File: src/hw/nlr_defines.svh
`ifndef NLR_DEFINES_SVH
`define NLR_DEFINES_SVH

// ************************************************************
// clock and cycle conversion
// ************************************************************
`define NLR_CLK_PS 25000
// least times round up, longest times round down, never below one cycle
`define NLR_CYC_UP(ns) ((((ns) * 1000 + `NLR_CLK_PS - 1) / `NLR_CLK_PS) < 1 ? 1 : \
  (((ns) * 1000 + `NLR_CLK_PS - 1) / `NLR_CLK_PS))
`define NLR_CYC_DN(ns) ((((ns) * 1000) / `NLR_CLK_PS) < 1 ? 1 : (((ns) * 1000) / `NLR_CLK_PS))

// ************************************************************
// times in ns
// ************************************************************
`define NLR_TX_ABORT_DETECT_NS 100
`define NLR_NATIVE_RESET_DETECT_NS 1000
`define NLR_REPEATER_RESET_DETECT_NS 2500
`define NLR_PORT_RESET_TX_NS 3000
`define NLR_CONFIG_IDLE_NS 1000
`define NLR_CONFIG_COMPLETE_NS 1000
`define NLR_CONFIG_QUALIFY_NS 200
`define NLR_ANALOG_PING_WIDTH_NS 100
`define NLR_ANALOG_PING_WINDOW_NS 800

// ************************************************************
// cycle counts
// ************************************************************
`define NLR_TX_ABORT_CYC `NLR_CYC_UP(`NLR_TX_ABORT_DETECT_NS)
`define NLR_NATIVE_RESET_CYC `NLR_CYC_UP(`NLR_NATIVE_RESET_DETECT_NS)
`define NLR_REPEATER_RESET_CYC `NLR_CYC_UP(`NLR_REPEATER_RESET_DETECT_NS)
`define NLR_PORT_RESET_TX_CYC `NLR_CYC_UP(`NLR_PORT_RESET_TX_NS)
`define NLR_CONFIG_IDLE_CYC `NLR_CYC_UP(`NLR_CONFIG_IDLE_NS)
`define NLR_CONFIG_COMPLETE_CYC `NLR_CYC_DN(`NLR_CONFIG_COMPLETE_NS)
`define NLR_CONFIG_QUALIFY_CYC `NLR_CYC_UP(`NLR_CONFIG_QUALIFY_NS)
`define NLR_ANALOG_PING_WIDTH_CYC `NLR_CYC_UP(`NLR_ANALOG_PING_WIDTH_NS)
`define NLR_ANALOG_PING_WINDOW_CYC `NLR_CYC_DN(`NLR_ANALOG_PING_WINDOW_NS)

// ************************************************************
// line encodings {eD+, eD-}
// ************************************************************
`define NLR_LINE_SE0 2'h0
`define NLR_LINE_SE1 2'h3
`define NLR_LINE_DP 2'h2
`define NLR_LINE_DM 2'h1

`endif

File: src/hw/nlr_pkg.sv
package nlr_pkg;

  typedef enum logic [1:0] {
    NLR_SPD_LS = 2'h0,
    NLR_SPD_FS = 2'h1,
    NLR_SPD_HS = 2'h2
  } nlr_speed_t;

  typedef enum logic [2:0] {
    NLR_ST_RST_TX = 3'h0,
    NLR_ST_CFG_IDLE = 3'h1,
    NLR_ST_CFG_DRV = 3'h2,
    NLR_ST_WAIT_CFG = 3'h3,
    NLR_ST_CFG_ACK = 3'h4,
    NLR_ST_RUN = 3'h5
  } nlr_state_t;

  typedef struct packed {
    nlr_state_t st;
    logic [15:0] cnt;
    logic [15:0] pcnt;
    logic [1:0] val;
    logic [1:0] oe;
    logic tx_abort;
    logic rst_rcvd;
    logic soft_rcvd;
    logic disc;
    logic cfg_done;
    logic hs_term;
    logic ping_on;
    logic eop_short;
    logic eop_hold;
    logic aping_wait;
    logic aping_seen;
    logic aping_tx;
    logic squelch;
    logic silent;
    logic device_role;
  } nlr_regs_t;

endpackage

File: src/hw/nlr_line_if.sv
`timescale 1ns/1ps
interface nlr_line_if;
  logic [1:0] raw;
  logic [1:0] line;
  modport sync (input raw, output line);
  modport user (output raw, input line);
endinterface

File: src/hw/nlr_sync.sv
`timescale 1ns/1ps
// ************************************************************
// three-stage pin synchroniser, change taken when stages 2 and 3 agree
// ************************************************************
module nlr_sync (
  // clock and reset
  input wire logic clock,
  input wire logic reset_n,
  // lines
  nlr_line_if.sync lif
);
  typedef struct packed {
    logic [1:0] s1;
    logic [1:0] s2;
    logic [1:0] s3;
    logic [1:0] q;
  } nlr_sync_t;

  nlr_sync_t r;
  nlr_sync_t next_r;

  always_comb begin
    next_r = r;
    next_r.s1 = lif.raw;
    next_r.s2 = r.s1;
    next_r.s3 = r.s2;
    // filter rejects a single-cycle glitch on the pins
    if (r.s2 == r.s3) begin
      next_r.q = r.s3;
    end
  end

  always_ff @(posedge clock) begin
    if (!reset_n) begin
      r <= '0;
    end else begin
      r <= next_r;
    end
  end

  assign lif.line = r.q;
endmodule

File: src/hw/nlr_timer.sv
`timescale 1ns/1ps
// ************************************************************
// saturating duration counter
// ************************************************************
module nlr_timer #(
  parameter int W = 16
) (
  // clock and reset
  input wire logic clock,
  input wire logic reset_n,
  // control
  input wire logic run,
  output logic [W-1:0] count
);
  typedef struct packed {
    logic [W-1:0] cnt;
  } nlr_timer_t;

  nlr_timer_t r;
  nlr_timer_t next_r;

  always_comb begin
    next_r = r;
    if (!run) begin
      next_r.cnt = '0;
    end else if (r.cnt != {W{1'b1}}) begin
      next_r.cnt = r.cnt + {{(W-1){1'b0}}, 1'b1};
    end
  end

  always_ff @(posedge clock) begin
    if (!reset_n) begin
      r <= '0;
    end else begin
      r <= next_r;
    end
  end

  assign count = r.cnt;
endmodule

File: src/hw/nlr_port.sv
`timescale 1ns/1ps
`include "nlr_defines.svh"

// Function
// - downstream sends port reset after power-up or hw_reset_req, not after a received port reset
// - upstream sends port reset only on soft disconnect or on high-speed reconnect after silence
// - upstream never resets on power-up, device role
// - upstream declares reset using repeater threshold
// - abort transmission after short foreign SE1
// - native threshold: reset or soft disconnect
// - drive eD+ to enable termination, ack eD-
// - drive eD- to disable termination, ack eD+
// - downstream completes configuration soon after ack
// - upstream drives ping across EOP falling edges
// - downstream samples ping at second rising edge
// - missing digital ping means device disconnected
// - report disconnect then send port reset
// - received port reset means device disconnected
// - resume/reset end ping ends at rising edge
// - shorten high-speed start-packet EOP to 8 UI
// - keep reporting full EOP on line state
// - upstream sends analog ping after start EOP
// - upstream enables squelch right after EOP
// - missing analog ping means device disconnected
// - upstream resets on high-speed reconnect after silence
// - no disconnect check at high-speed reset/resume end
// - idle before configuration after sending reset
module nlr_port #(
  parameter bit IS_DS = 1'b1,
  parameter int TX_ABORT_CYC = `NLR_TX_ABORT_CYC,
  parameter int NATIVE_RESET_CYC = `NLR_NATIVE_RESET_CYC,
  parameter int REPEATER_RESET_CYC = `NLR_REPEATER_RESET_CYC,
  parameter int PORT_RESET_TX_CYC = `NLR_PORT_RESET_TX_CYC,
  parameter int CONFIG_IDLE_CYC = `NLR_CONFIG_IDLE_CYC,
  parameter int CONFIG_QUALIFY_CYC = `NLR_CONFIG_QUALIFY_CYC,
  parameter int APING_WIDTH_CYC = `NLR_ANALOG_PING_WIDTH_CYC,
  parameter int APING_WINDOW_CYC = `NLR_ANALOG_PING_WINDOW_CYC
) (
  // clock and reset
  input wire logic clock,
  input wire logic reset_n,
  // link pins
  input wire logic ed_p_in,
  output logic ed_p_out,
  output logic ed_p_oe,
  input wire logic ed_m_in,
  output logic ed_m_out,
  output logic ed_m_oe,
  // controller requests
  input wire logic hw_reset_req,
  input wire logic soft_disconnect_req,
  input wire logic term_enable_req,
  input wire logic [1:0] speed,
  input wire logic ping_expect,
  input wire logic ping_at_resume,
  input wire logic eop_fall1,
  input wire logic eop_fall2,
  input wire logic eop_rise2,
  input wire logic sof_tx_req,
  input wire logic sof_eop_done,
  input wire logic aping_detect,
  input wire logic silent_disconnect,
  input wire logic reconnect_hs,
  // status
  output logic tx_abort,
  output logic reset_received,
  output logic soft_disconnect_received,
  output logic disconnect,
  output logic config_done,
  output logic hs_term_enable,
  output logic sof_eop_short,
  output logic linestate_eop_hold,
  output logic squelch_enable,
  output logic analog_ping_tx,
  output logic device_role
);
  // ************************************************************
  // pin synchroniser and SE1 timer
  // ************************************************************
  // sync depth plus filter plus partner release after a handshake
  localparam int SYNC_LAG = 6;

  nlr_pkg::nlr_regs_t r;
  nlr_pkg::nlr_regs_t n;
  nlr_line_if lif ();
  logic [15:0] se1_len;
  logic se1;
  logic self_se1;

  assign lif.raw = {ed_p_in, ed_m_in};
  assign se1 = lif.line == `NLR_LINE_SE1;
  // own SE1, handshake overlap and their sync echo are no partner reset; costs a few cycles of detection
  assign self_se1 = r.st == nlr_pkg::NLR_ST_RST_TX || r.st == nlr_pkg::NLR_ST_CFG_DRV ||
    r.st == nlr_pkg::NLR_ST_CFG_ACK || r.pcnt < 16'(SYNC_LAG);

  nlr_sync u_sync (
    .clock(clock),
    .reset_n(reset_n),
    .lif(lif)
  );

  nlr_timer #(.W(16)) u_se1 (
    .clock(clock),
    .reset_n(reset_n),
    .run(se1 && !self_se1),
    .count(se1_len)
  );

  // ************************************************************
  // state
  // ************************************************************
  localparam nlr_pkg::nlr_regs_t RST = '{
    st: (IS_DS ? nlr_pkg::NLR_ST_RST_TX : nlr_pkg::NLR_ST_WAIT_CFG),
    device_role: !IS_DS,
    default: '0
  };

  logic hs;
  logic ack;
  logic smp;

  assign hs = speed == nlr_pkg::NLR_SPD_HS;
  assign ack = term_enable_req ? lif.line[0] : lif.line[1];
  assign smp = (speed == nlr_pkg::NLR_SPD_FS) ? lif.line[0] : lif.line[1];

  always_comb begin
    n = r;
    n.rst_rcvd = 1'b0;
    n.soft_rcvd = 1'b0;
    n.disc = 1'b0;
    if (r.cnt != 16'hffff) begin
      n.cnt = r.cnt + 16'h1;
    end
    if (r.pcnt != 16'hffff) begin
      n.pcnt = r.pcnt + 16'h1;
    end
    n.tx_abort = se1 && !self_se1 && (se1_len >= 16'(TX_ABORT_CYC));
    n.silent = r.silent || silent_disconnect;
    unique case (r.st)
      nlr_pkg::NLR_ST_RST_TX: begin
        n.oe = `NLR_LINE_SE1;
        n.val = `NLR_LINE_SE1;
        if (r.cnt >= 16'(PORT_RESET_TX_CYC)) begin
          n.oe = `NLR_LINE_SE0;
          n.val = `NLR_LINE_SE0;
          n.cnt = '0;
          n.pcnt = '0;
          n.st = IS_DS ? nlr_pkg::NLR_ST_CFG_IDLE : nlr_pkg::NLR_ST_WAIT_CFG;
        end
      end
      nlr_pkg::NLR_ST_CFG_IDLE: begin
        // idle restarts on any activity on the bus
        if (lif.line != `NLR_LINE_SE0) begin
          n.cnt = '0;
        end else if (r.cnt >= 16'(CONFIG_IDLE_CYC - 1)) begin
          n.st = nlr_pkg::NLR_ST_CFG_DRV;
          n.oe = term_enable_req ? `NLR_LINE_DP : `NLR_LINE_DM;
          n.val = term_enable_req ? `NLR_LINE_DP : `NLR_LINE_DM;
        end
      end
      nlr_pkg::NLR_ST_CFG_DRV: begin
        if (ack) begin
          n.pcnt = '0;
          n.oe = `NLR_LINE_SE0;
          n.val = `NLR_LINE_SE0;
          n.cfg_done = 1'b1;
          n.st = nlr_pkg::NLR_ST_RUN;
        end
      end
      nlr_pkg::NLR_ST_WAIT_CFG: begin
        // short SE1 from a partner still in power-on is simply ignored
        if (se1_len == 16'(REPEATER_RESET_CYC)) begin
          n.rst_rcvd = 1'b1;
        end
        if (lif.line != `NLR_LINE_DP && lif.line != `NLR_LINE_DM) begin
          n.cnt = '0;
        end else if (r.cnt >= 16'(CONFIG_QUALIFY_CYC - 1)) begin
          n.hs_term = lif.line[1];
          n.oe = lif.line[1] ? `NLR_LINE_DM : `NLR_LINE_DP;
          n.val = lif.line[1] ? `NLR_LINE_DM : `NLR_LINE_DP;
          n.st = nlr_pkg::NLR_ST_CFG_ACK;
        end
      end
      nlr_pkg::NLR_ST_CFG_ACK: begin
        if (!(r.hs_term ? lif.line[1] : lif.line[0])) begin
          n.oe = `NLR_LINE_SE0;
          n.val = `NLR_LINE_SE0;
          n.cfg_done = 1'b1;
          n.st = nlr_pkg::NLR_ST_RUN;
        end
      end
      nlr_pkg::NLR_ST_RUN: begin
        if (IS_DS) begin
          // digital ping checked only at low or full speed
          if (ping_expect && eop_rise2 && !hs && !smp) begin
            n.disc = 1'b1;
            n.st = nlr_pkg::NLR_ST_RST_TX;
            n.cnt = '0;
          end
          if (sof_tx_req && hs) begin
            n.eop_short = 1'b1;
            n.eop_hold = 1'b1;
          end
          if (sof_eop_done && r.eop_short) begin
            n.eop_short = 1'b0;
            n.aping_wait = 1'b1;
            n.aping_seen = 1'b0;
            n.pcnt = '0;
          end
          if (r.aping_wait) begin
            n.aping_seen = r.aping_seen || aping_detect;
            if (r.pcnt >= 16'(APING_WINDOW_CYC - 1)) begin
              n.aping_wait = 1'b0;
              n.eop_hold = 1'b0;
              if (!r.aping_seen && !aping_detect) begin
                n.disc = 1'b1;
                n.st = nlr_pkg::NLR_ST_RST_TX;
                n.cnt = '0;
              end
            end
          end
        end else begin
          if (eop_fall1 && !hs) begin
            n.ping_on = 1'b1;
            n.oe = (speed == nlr_pkg::NLR_SPD_FS) ? `NLR_LINE_DM : `NLR_LINE_DP;
            n.val = (speed == nlr_pkg::NLR_SPD_FS) ? `NLR_LINE_DM : `NLR_LINE_DP;
          end
          if (r.ping_on && (ping_at_resume ? eop_rise2 : eop_fall2)) begin
            n.ping_on = 1'b0;
            n.oe = `NLR_LINE_SE0;
            n.val = `NLR_LINE_SE0;
          end
          if (sof_eop_done && hs) begin
            n.squelch = 1'b1;
            n.aping_tx = 1'b1;
            n.pcnt = '0;
          end
          if (r.aping_tx && r.pcnt >= 16'(APING_WIDTH_CYC - 1)) begin
            n.aping_tx = 1'b0;
          end
          if (soft_disconnect_req) begin
            n.st = nlr_pkg::NLR_ST_RST_TX;
            n.cnt = '0;
          end
        end
      end
      default: begin
        n.st = RST.st;
      end
    endcase
    // ************************************************************
    // partner SE1 and local reset requests
    // ************************************************************
    if (!self_se1 && se1_len == 16'(NATIVE_RESET_CYC) && r.st != nlr_pkg::NLR_ST_WAIT_CFG) begin
      n.rst_rcvd = IS_DS;
      n.disc = IS_DS;
      n.soft_rcvd = !IS_DS;
      n.st = IS_DS ? nlr_pkg::NLR_ST_CFG_IDLE : nlr_pkg::NLR_ST_WAIT_CFG;
      n.cnt = '0;
      n.oe = `NLR_LINE_SE0;
      n.val = `NLR_LINE_SE0;
    end
    if (!IS_DS && reconnect_hs && r.silent && r.st != nlr_pkg::NLR_ST_RST_TX) begin
      n.st = nlr_pkg::NLR_ST_RST_TX;
      n.cnt = '0;
      n.silent = silent_disconnect;
    end
    if (IS_DS && hw_reset_req) begin
      n.st = nlr_pkg::NLR_ST_RST_TX;
      n.cnt = '0;
    end
    if (n.st != nlr_pkg::NLR_ST_RUN) begin
      n.cfg_done = n.st == nlr_pkg::NLR_ST_CFG_ACK ? r.cfg_done : 1'b0;
      n.ping_on = 1'b0;
      n.eop_short = 1'b0;
      n.eop_hold = 1'b0;
      n.aping_wait = 1'b0;
      n.aping_tx = 1'b0;
      n.squelch = 1'b0;
    end
  end

  always_ff @(posedge clock) begin
    if (!reset_n) begin
      r <= RST;
    end else begin
      r <= n;
    end
  end

  // ************************************************************
  // outputs
  // ************************************************************
  assign ed_p_out = r.val[1];
  assign ed_p_oe = r.oe[1];
  assign ed_m_out = r.val[0];
  assign ed_m_oe = r.oe[0];
  assign tx_abort = r.tx_abort;
  assign reset_received = r.rst_rcvd;
  assign soft_disconnect_received = r.soft_rcvd;
  assign disconnect = r.disc;
  assign config_done = r.cfg_done;
  assign hs_term_enable = r.hs_term;
  assign sof_eop_short = r.eop_short;
  assign linestate_eop_hold = r.eop_hold;
  assign squelch_enable = r.squelch;
  assign analog_ping_tx = r.aping_tx;
  assign device_role = r.device_role;
endmodule

File: config.mk
export PLATFORM = sky130hd
export DESIGN_NAME = nlr_port
export DESIGN_NICKNAME = d
export VERILOG_FILES = /design/src/hw/nlr_pkg.sv /design/src/hw/nlr_line_if.sv /design/src/hw/nlr_sync.sv /design/src/hw/nlr_timer.sv /design/src/hw/nlr_port.sv
export VERILOG_INCLUDE_DIRS = /design/src /design/src/hw
export SDC_FILE = /design/constraint.sdc
export NUM_CORES = 1
export LEC_CHECK = 0
export BUFFER_PORTS_ARGS = -buffer_cell sky130_fd_sc_hd__buf_2
export CORE_MARGIN = 2
export CORE_UTILIZATION = 40
export DETAILED_ROUTE_END_ITERATION = 10
export GPL_TIMING_DRIVEN = 0
export SLEW_MARGIN = 10
export SYNTH_ARGS = -nofsm -noshare
export SYNTH_HDL_FRONTEND = slang
export SYNTH_SLANG_ARGS = --single-unit
File: constraint.sdc
create_clock -name clock -period 2.6 [get_ports clock]
set_input_delay 0.39 -clock clock [delete_from_list [all_inputs] [get_ports clock]]
set_output_delay 0.39 -clock clock [all_outputs]
set_load 0.01 [all_outputs]
==> run metrics, run 1 <==
outcome=finished clean; Clock transition at path regs=~0.07 ns; CP arrival=2.52 ns; post-synth top area cell=dfxtp_1; ys flop type=dfxtp_1; final net count=495; R2R Path End=r[20]; Die W=98.5 um; Final min period=2.30 ns; share of layout cells above drive strength 1=0.122; # rows=34; Synth area leaders=dfxtp_1 39%, nor2_1 6.2%, xor2_1 4.9%; yosys warns=0; WS Path Type=flop to flop; initial antenna violation count=0; crit share post-route=0.884; most common cell after layout, fill and taps aside=dfxtp_1; Worst-Margin Slew=0.695 ns; Post-route DRC=0; global-route wire length before repair=roughly 13000 um; CTS root buffer=clkbuf_8; max_cap viols=0; VDD IR max=0.359 mV; # Post-CTS Setup Buffers=0; FF+latch count, synth=70; Hold Vio Cnt, Final=0; Max Fclk=0.435 GHz; DRT iter0 DRCs=approximately 120; clk buf depth=2; Initial Utilization=0.411; endpoints failing setup=0; Area Growth Syn to Fin=14.9%; RSZ-0062 raised after global routing=false; largest net degree at the start of global routing=13; pwr dens=557 nW/um^2; commonest cells after routing, fill and taps aside=70 x dfxtp_1, 59 x nor2_1, 35 x nand2_1, 30 x nand3_1, 24 x buf_2; final worst setup slack=0.302 ns; worst hold path type=input pin to flop; CTS Sinks=70; vias in the first global route=2881; final hold slack=0.249 ns; DRT Pass-1 Iters=4; Buffers on Ports=23; Critical Path RT=~2.8 ns; GR Overflow Total=0; CTS Hold Bufs=0; Layout Cells excl Fill=582; FILL cells=872; Clock Skews=0.0114 ns; Tot GR Track Use=0.167; startpoint types=flop; ys async rst share=0; CTS tree=built; post-synthesis cell type count=58; Setup WS pre-CTS=a little under 0.09 ns; height of the die=98.5 um; Slew HR=0.533; CTS Buf Count=9; wire per inst=about 13 um; die area=9700 um^2; worst skew pair latency=0.35 ns; gpl congestion=0.856; Sum Neg Setup Slack=0 ns; drt total wl=7570 um; Register-to-Register Path Depth=7; Antenna diodes=0; Critical Path Fanout Max=10; crit path launch=r[51]; H-tree depth=3; Worst R2R Start=r[51]; HPWL Detailed=5610 um; num ports=34; Slew Viols, Final=0; CP endpoint kind=flop; number of synthesized flops with an enable pin=0; placed insts=between 500 and 600; cell count after synthesis=432; Syn Area/Cell=8.27 um^2; vias per cell=5.33; core box area=8680 um^2; synthesized area=3570 um^2; r2r setup slk=0.30 ns; Synth top area share=0.392; sequential cell area fraction in the yosys report=0.392; LEAKAGE=0.00152 uW; post-route ant nets=0; Vias=3104; crit path to=r[20]
==> layer usage <==
metal / share of wire / up-vias / wire (um) / track usage
met5: 0 / - / 0 / 0
met1: 0.51 / 1442 / 3870 / 0.234
met4: 0.025 / 0 / 191 / 0.0917
met2: 0.43 / 50 / 3260 / 0.245
li1: - / 1599 / - / -
met3: 0.034 / 13 / 254 / 0.0262
==> registers in the layout (all words and copies together) (netlist names) <==
name	count
reset_received	1
ed_p_out	1
sof_eop_short	1
u_sync.lif.line	2
ed_m_out	1
u_se1.count	16
linestate_eop_hold	1
disconnect	1
r	37
u_sync.next_r	4
hs_term_enable	1
tx_abort	1
config_done	1
u_sync.r	2
==> worst max-delay path, cell delays in order, from the launching register on <==
cell and delay (ns):
dfxtp_1 0.45, clkbuf_1 0.35, inv_1 0.11, nor2_1 0.30, nand3_1 0.18, nand3_1 0.28
clkbuf_1 0.39, nor2_1 0.11
==> Yosys cell counts (2+ instances only) <==
cell / n
a211o_1: 2
dfxtp_1: 70
nor4_1: 13
nand4_1: 14
nand2_1: 35
nand2b_1: 7
and2_1: 7
ha_1: 7
and4b_1: 2
and3_1: 7
inv_1: 11
a21oi_2: 2
mux2i_1: 9
o21a_1: 3
a21boi_0: 3
xnor2_1: 13
nor2b_1: 6
a31oi_1: 7
nand3b_1: 2
and4_1: 3
a21oi_1: 18
a211oi_1: 4
xor2_1: 20
nor2_1: 59
clkbuf_1: 12
buf_4: 6
or3_1: 5
nand3_1: 30
o21ai_0: 8
nor3_1: 19
==> how the worst min path moves through the flow <==
stage	end	slack (ns)	startpoint	cells after the start
floorplan	u_sync.next_r[2]	0.41	u_sync.next_r[4]	1
global placement	u_sync.next_r[3]	0.42	u_sync.next_r[5]	1
detailed placement	u_sync.next_r[3]	0.43	u_sync.next_r[5]	1
CTS	u_sync.next_r[4]	0.23	ed_m_in	2
global route	u_sync.next_r[5]	0.25	ed_p_in	2
finish	u_sync.next_r[4]	0.25	ed_m_in	2
==> logic make-up (layout without fill, tap and decap cells) <==
group | after synthesis | count (layout) | share of synthesized area
AOI/OAI and AO/OA | 60 | 60 | 0.112
xor gates and xnor gates | 33 | 33 | 0.0809
adders and majority gates | 7 | 7 | 0.0245
buffers and inverters | 31 | 70 | 0.0413
DFF | 70 | 70 | 0.392
muxes | 10 | 10 | 0.0284
other | 1 | 4 | 0.00105
and+or+nand+nor | 220 | 220 | 0.320
==> through the flow <==
| step | total power (uW) | instance area (um^2) | util |
|---|---|---|---|
| 2_1_floorplan | 1170 | 3580 | - |
| 3_3_place_gp | 1200 | 3830 | 0.442 |
| 3_5_place_dp | 1200 | 3830 | 0.442 |
| 4_1_cts | 2310 | 4090 | 0.471 |
| 5_1_grt | 2370 | 4100 | 0.473 |
| 6_report | 2290 | 4100 | 0.473 |
==> layout make-up <==
class,count,area (um^2),area share
plain buffers,20,106,0.0259
clock buffers,11,151,0.0369
clock inverters,5,104,0.0253
inverters,11,41.3,0.0101
multi-input cells,334,2050,0.499
flip-flops and latches,70,1400,0.342
well taps,108,135,0.0329
repair buffers,23,115,0.0281
==> where the power goes <==
group	leakage (uW)	total, uW	switching (uW)	internal [uW]
Clock	0.000130	1110	422	692
Combinational	0.000824	79.4	44.0	35.5
Sequential	0.000566	1090	9.89	1080
Total	0.00152	2290	476	1810
==> what timing repair did <==
action	CTS	global route
gates resized for setup	0	2
endpoints found under the setup margin	0	11
hold endpoints to repair	0	0
No activity file was read; power rests on OpenSTA's default activity.
==> inputs of run 2 (changes only) <==
--- a/config.mk
+++ b/config.mk
@@ -7,10 +7,13 @@
 export NUM_CORES = 1
 export LEC_CHECK = 0
 export BUFFER_PORTS_ARGS = -buffer_cell sky130_fd_sc_hd__buf_2
+export CELL_PAD_IN_SITES_DETAIL_PLACEMENT = 0
+export CELL_PAD_IN_SITES_GLOBAL_PLACEMENT = 1
 export CORE_MARGIN = 2
 export CORE_UTILIZATION = 40
 export DETAILED_ROUTE_END_ITERATION = 10
 export GPL_TIMING_DRIVEN = 0
+export PLACE_DENSITY_LB_ADDON = 0.1
 export SLEW_MARGIN = 10
 export SYNTH_ARGS = -nofsm -noshare
 export SYNTH_HDL_FRONTEND = slang
==> run 2 against run 1 <==
Register-to-register slack got worse by 0.04 ns; combinational power rose by 2%; total power down 6.4%.
==> run metrics, run 2 (same netlist as run 1, synthesis figures left out) <==
outcome=finished clean; VDD IR max=around 0.24 mV; die area=9700 um^2; critical path's slowest cell=nor4_2; worst skew pair latency=0.35 ns; RSZ-0062 raised after global routing=false; CP dominant cell by count=nor4_1; CTS root buffer=clkbuf_8; clk buf depth=2; Die W=98.5 um; CP endpoint kind=flop; crit share post-route=0.899; startpoint types=flop; R2R Path End=linestate_eop_hold; Sum Neg Setup Slack=0 ns; commonest cells after routing, fill and taps aside=70 x dfxtp_1, 59 x nor2_1, 35 x nand2_1, 30 x nand3_1, 24 x buf_2; Clock transition at path regs=0.07 ns; CP max stage delay=0.64 ns; Final Util=0.468; WS Path Type=flop to flop; Antenna diodes=0; Critical Path RT=about 2.8 ns; r2r setup slk=0.26 ns; CP top delay family=simple AND/OR/NAND/NOR gates; Initial Utilization=0.411; final net count=495; Worst Hold Depth=2; num ports=34; H-tree depth=3; Biggest register=r; largest net degree at the start of global routing=13; global-route wire length before repair=13700 um; DRT iter0 DRCs=just under 70; endpoints failing setup=0; gpl congestion=0.895; max_cap viols=0; LEAKAGE=0.00150 uW; Slew Viols, Final=0; Cell Chain, Critical Path=nor4_1 -> nand4_1 -> nor4_2 -> nor3_1 -> and4_4 -> nor4_1; pwr dens=527 nW/um^2; core box area=approximately 8700 um^2; Final min period=2.34 ns; Worst R2R Start=u_se1.count[11]; Vias=3052; height of the die=between 90 and 100 um; Worst-Margin Slew=0.682 ns; Slew HR=0.541; CTS Sinks=70; Worst Hold Path EP=u_sync.next_r[5]; initial antenna violation count=0; FILL cells=923; CTS Buf Count=9; CTS tree=built; DRT Pass-1 Iters=5; CP arrival=2.58 ns; Hold Vio Cnt, Final=0; Tot GR Track Use=0.173; Register-to-Register Path Depth=6; Area Growth Syn to Fin=13.7%; Max Fclk=around 0.43 GHz; vias per cell=5.24; wire per inst=13.9 um; vias in the first global route=2802; share of layout cells above drive strength 1=0.122; drt total wl=a little over 8000 um; Critical Path Fanout Max=7; Post-route DRC=0; Largest register FFs=37; HPWL Detailed=5910 um; post-route cell area=around 4100 um^2; Hold Path Origin=ed_p_in; Buffers on Ports=23; GR Overflow Total=0; dpl cell area=around 3800 um^2; post-route ant nets=0; # rows=34; worst hold path type=input pin to flop; most common cell after layout, fill and taps aside=dfxtp_1; Clock Skews=0.0138 ns; # Post-CTS Setup Buffers=0; Critical path buffers and inverters=0
-- run 2: final cells by class --
type,instances,area [um^2],area share
Multi-Input combinational cell,334,2050,0.504
Sequential cell,70,1400,0.345
Tap cell,108,135,0.0333
Clock buffer,10,128,0.0314
Timing Repair Buffer,23,115,0.0283
Buffer,20,108,0.0265
Clock inverter,6,86.3,0.0213
Inverter,11,41.3,0.0102
-- run 2: report_power, final --
| part | leakage (uW) | switching, uW | internal [uW] |
|---|---|---|---|
| Clock | 0.000106 | 428 | 539 |
| Sequential | 0.000566 | 9.41 | 1080 |
| Combinational | 0.000826 | 45.1 | 35.5 |
-- run 2: timing repair --
item                                   in CTS  in global routing
resized for setup                           0                  4
hold buffers                                0                  0
setup endpoints to repair                   0                 17
endpoints found under the hold margin       0                  0
-- run 2: metrics by stage --
stage | hold WS, ns | power [uW] | std cells | setup slack (ns)
after detailed placement | 0.418 | 1200 | 566 | 0.0327
final | 0.252 | 2140 | 582 | 0.261
after global placement | 0.418 | 1200 | 566 | 0.0366
after floorplan | 0.412 | 1170 | 435 | 0.511
after global routing | 0.237 | 2230 | 582 | 0.0552
after CTS | 0.234 | 2180 | 582 | 0.00748
-- run 2: routing by layer --
| layer | GRT usage | vias to the layer above | routed length [um] |
|---|---|---|---|
| met1 | 0.251 | 1398 | 4240 |
| met3 | 0.0433 | 8 | 255 |
| met2 | 0.253 | 37 | 3470 |
| li1 | - | 1609 | - |
| met5 | 0 | - | 0 |
| met4 | 0.0569 | 0 | 114 |
-- run 2: how the worst max path moves through the flow --
stage / start / to / slack, ns / cells after the start
2_1_floorplan: r[49] / r[5] / 0.51 / 6
6_report: u_se1.count[11] / linestate_eop_hold / 0.26 / 6
3_3_place_gp: r[49] / r[5] / 0.04 / 6
4_1_cts: u_se1.count[5] / u_se1.count[3] / 0.007 / 7
3_5_place_dp: u_se1.count[5] / u_se1.count[3] / 0.03 / 7
5_1_grt: r[19] / r[35] / 0.06 / 9
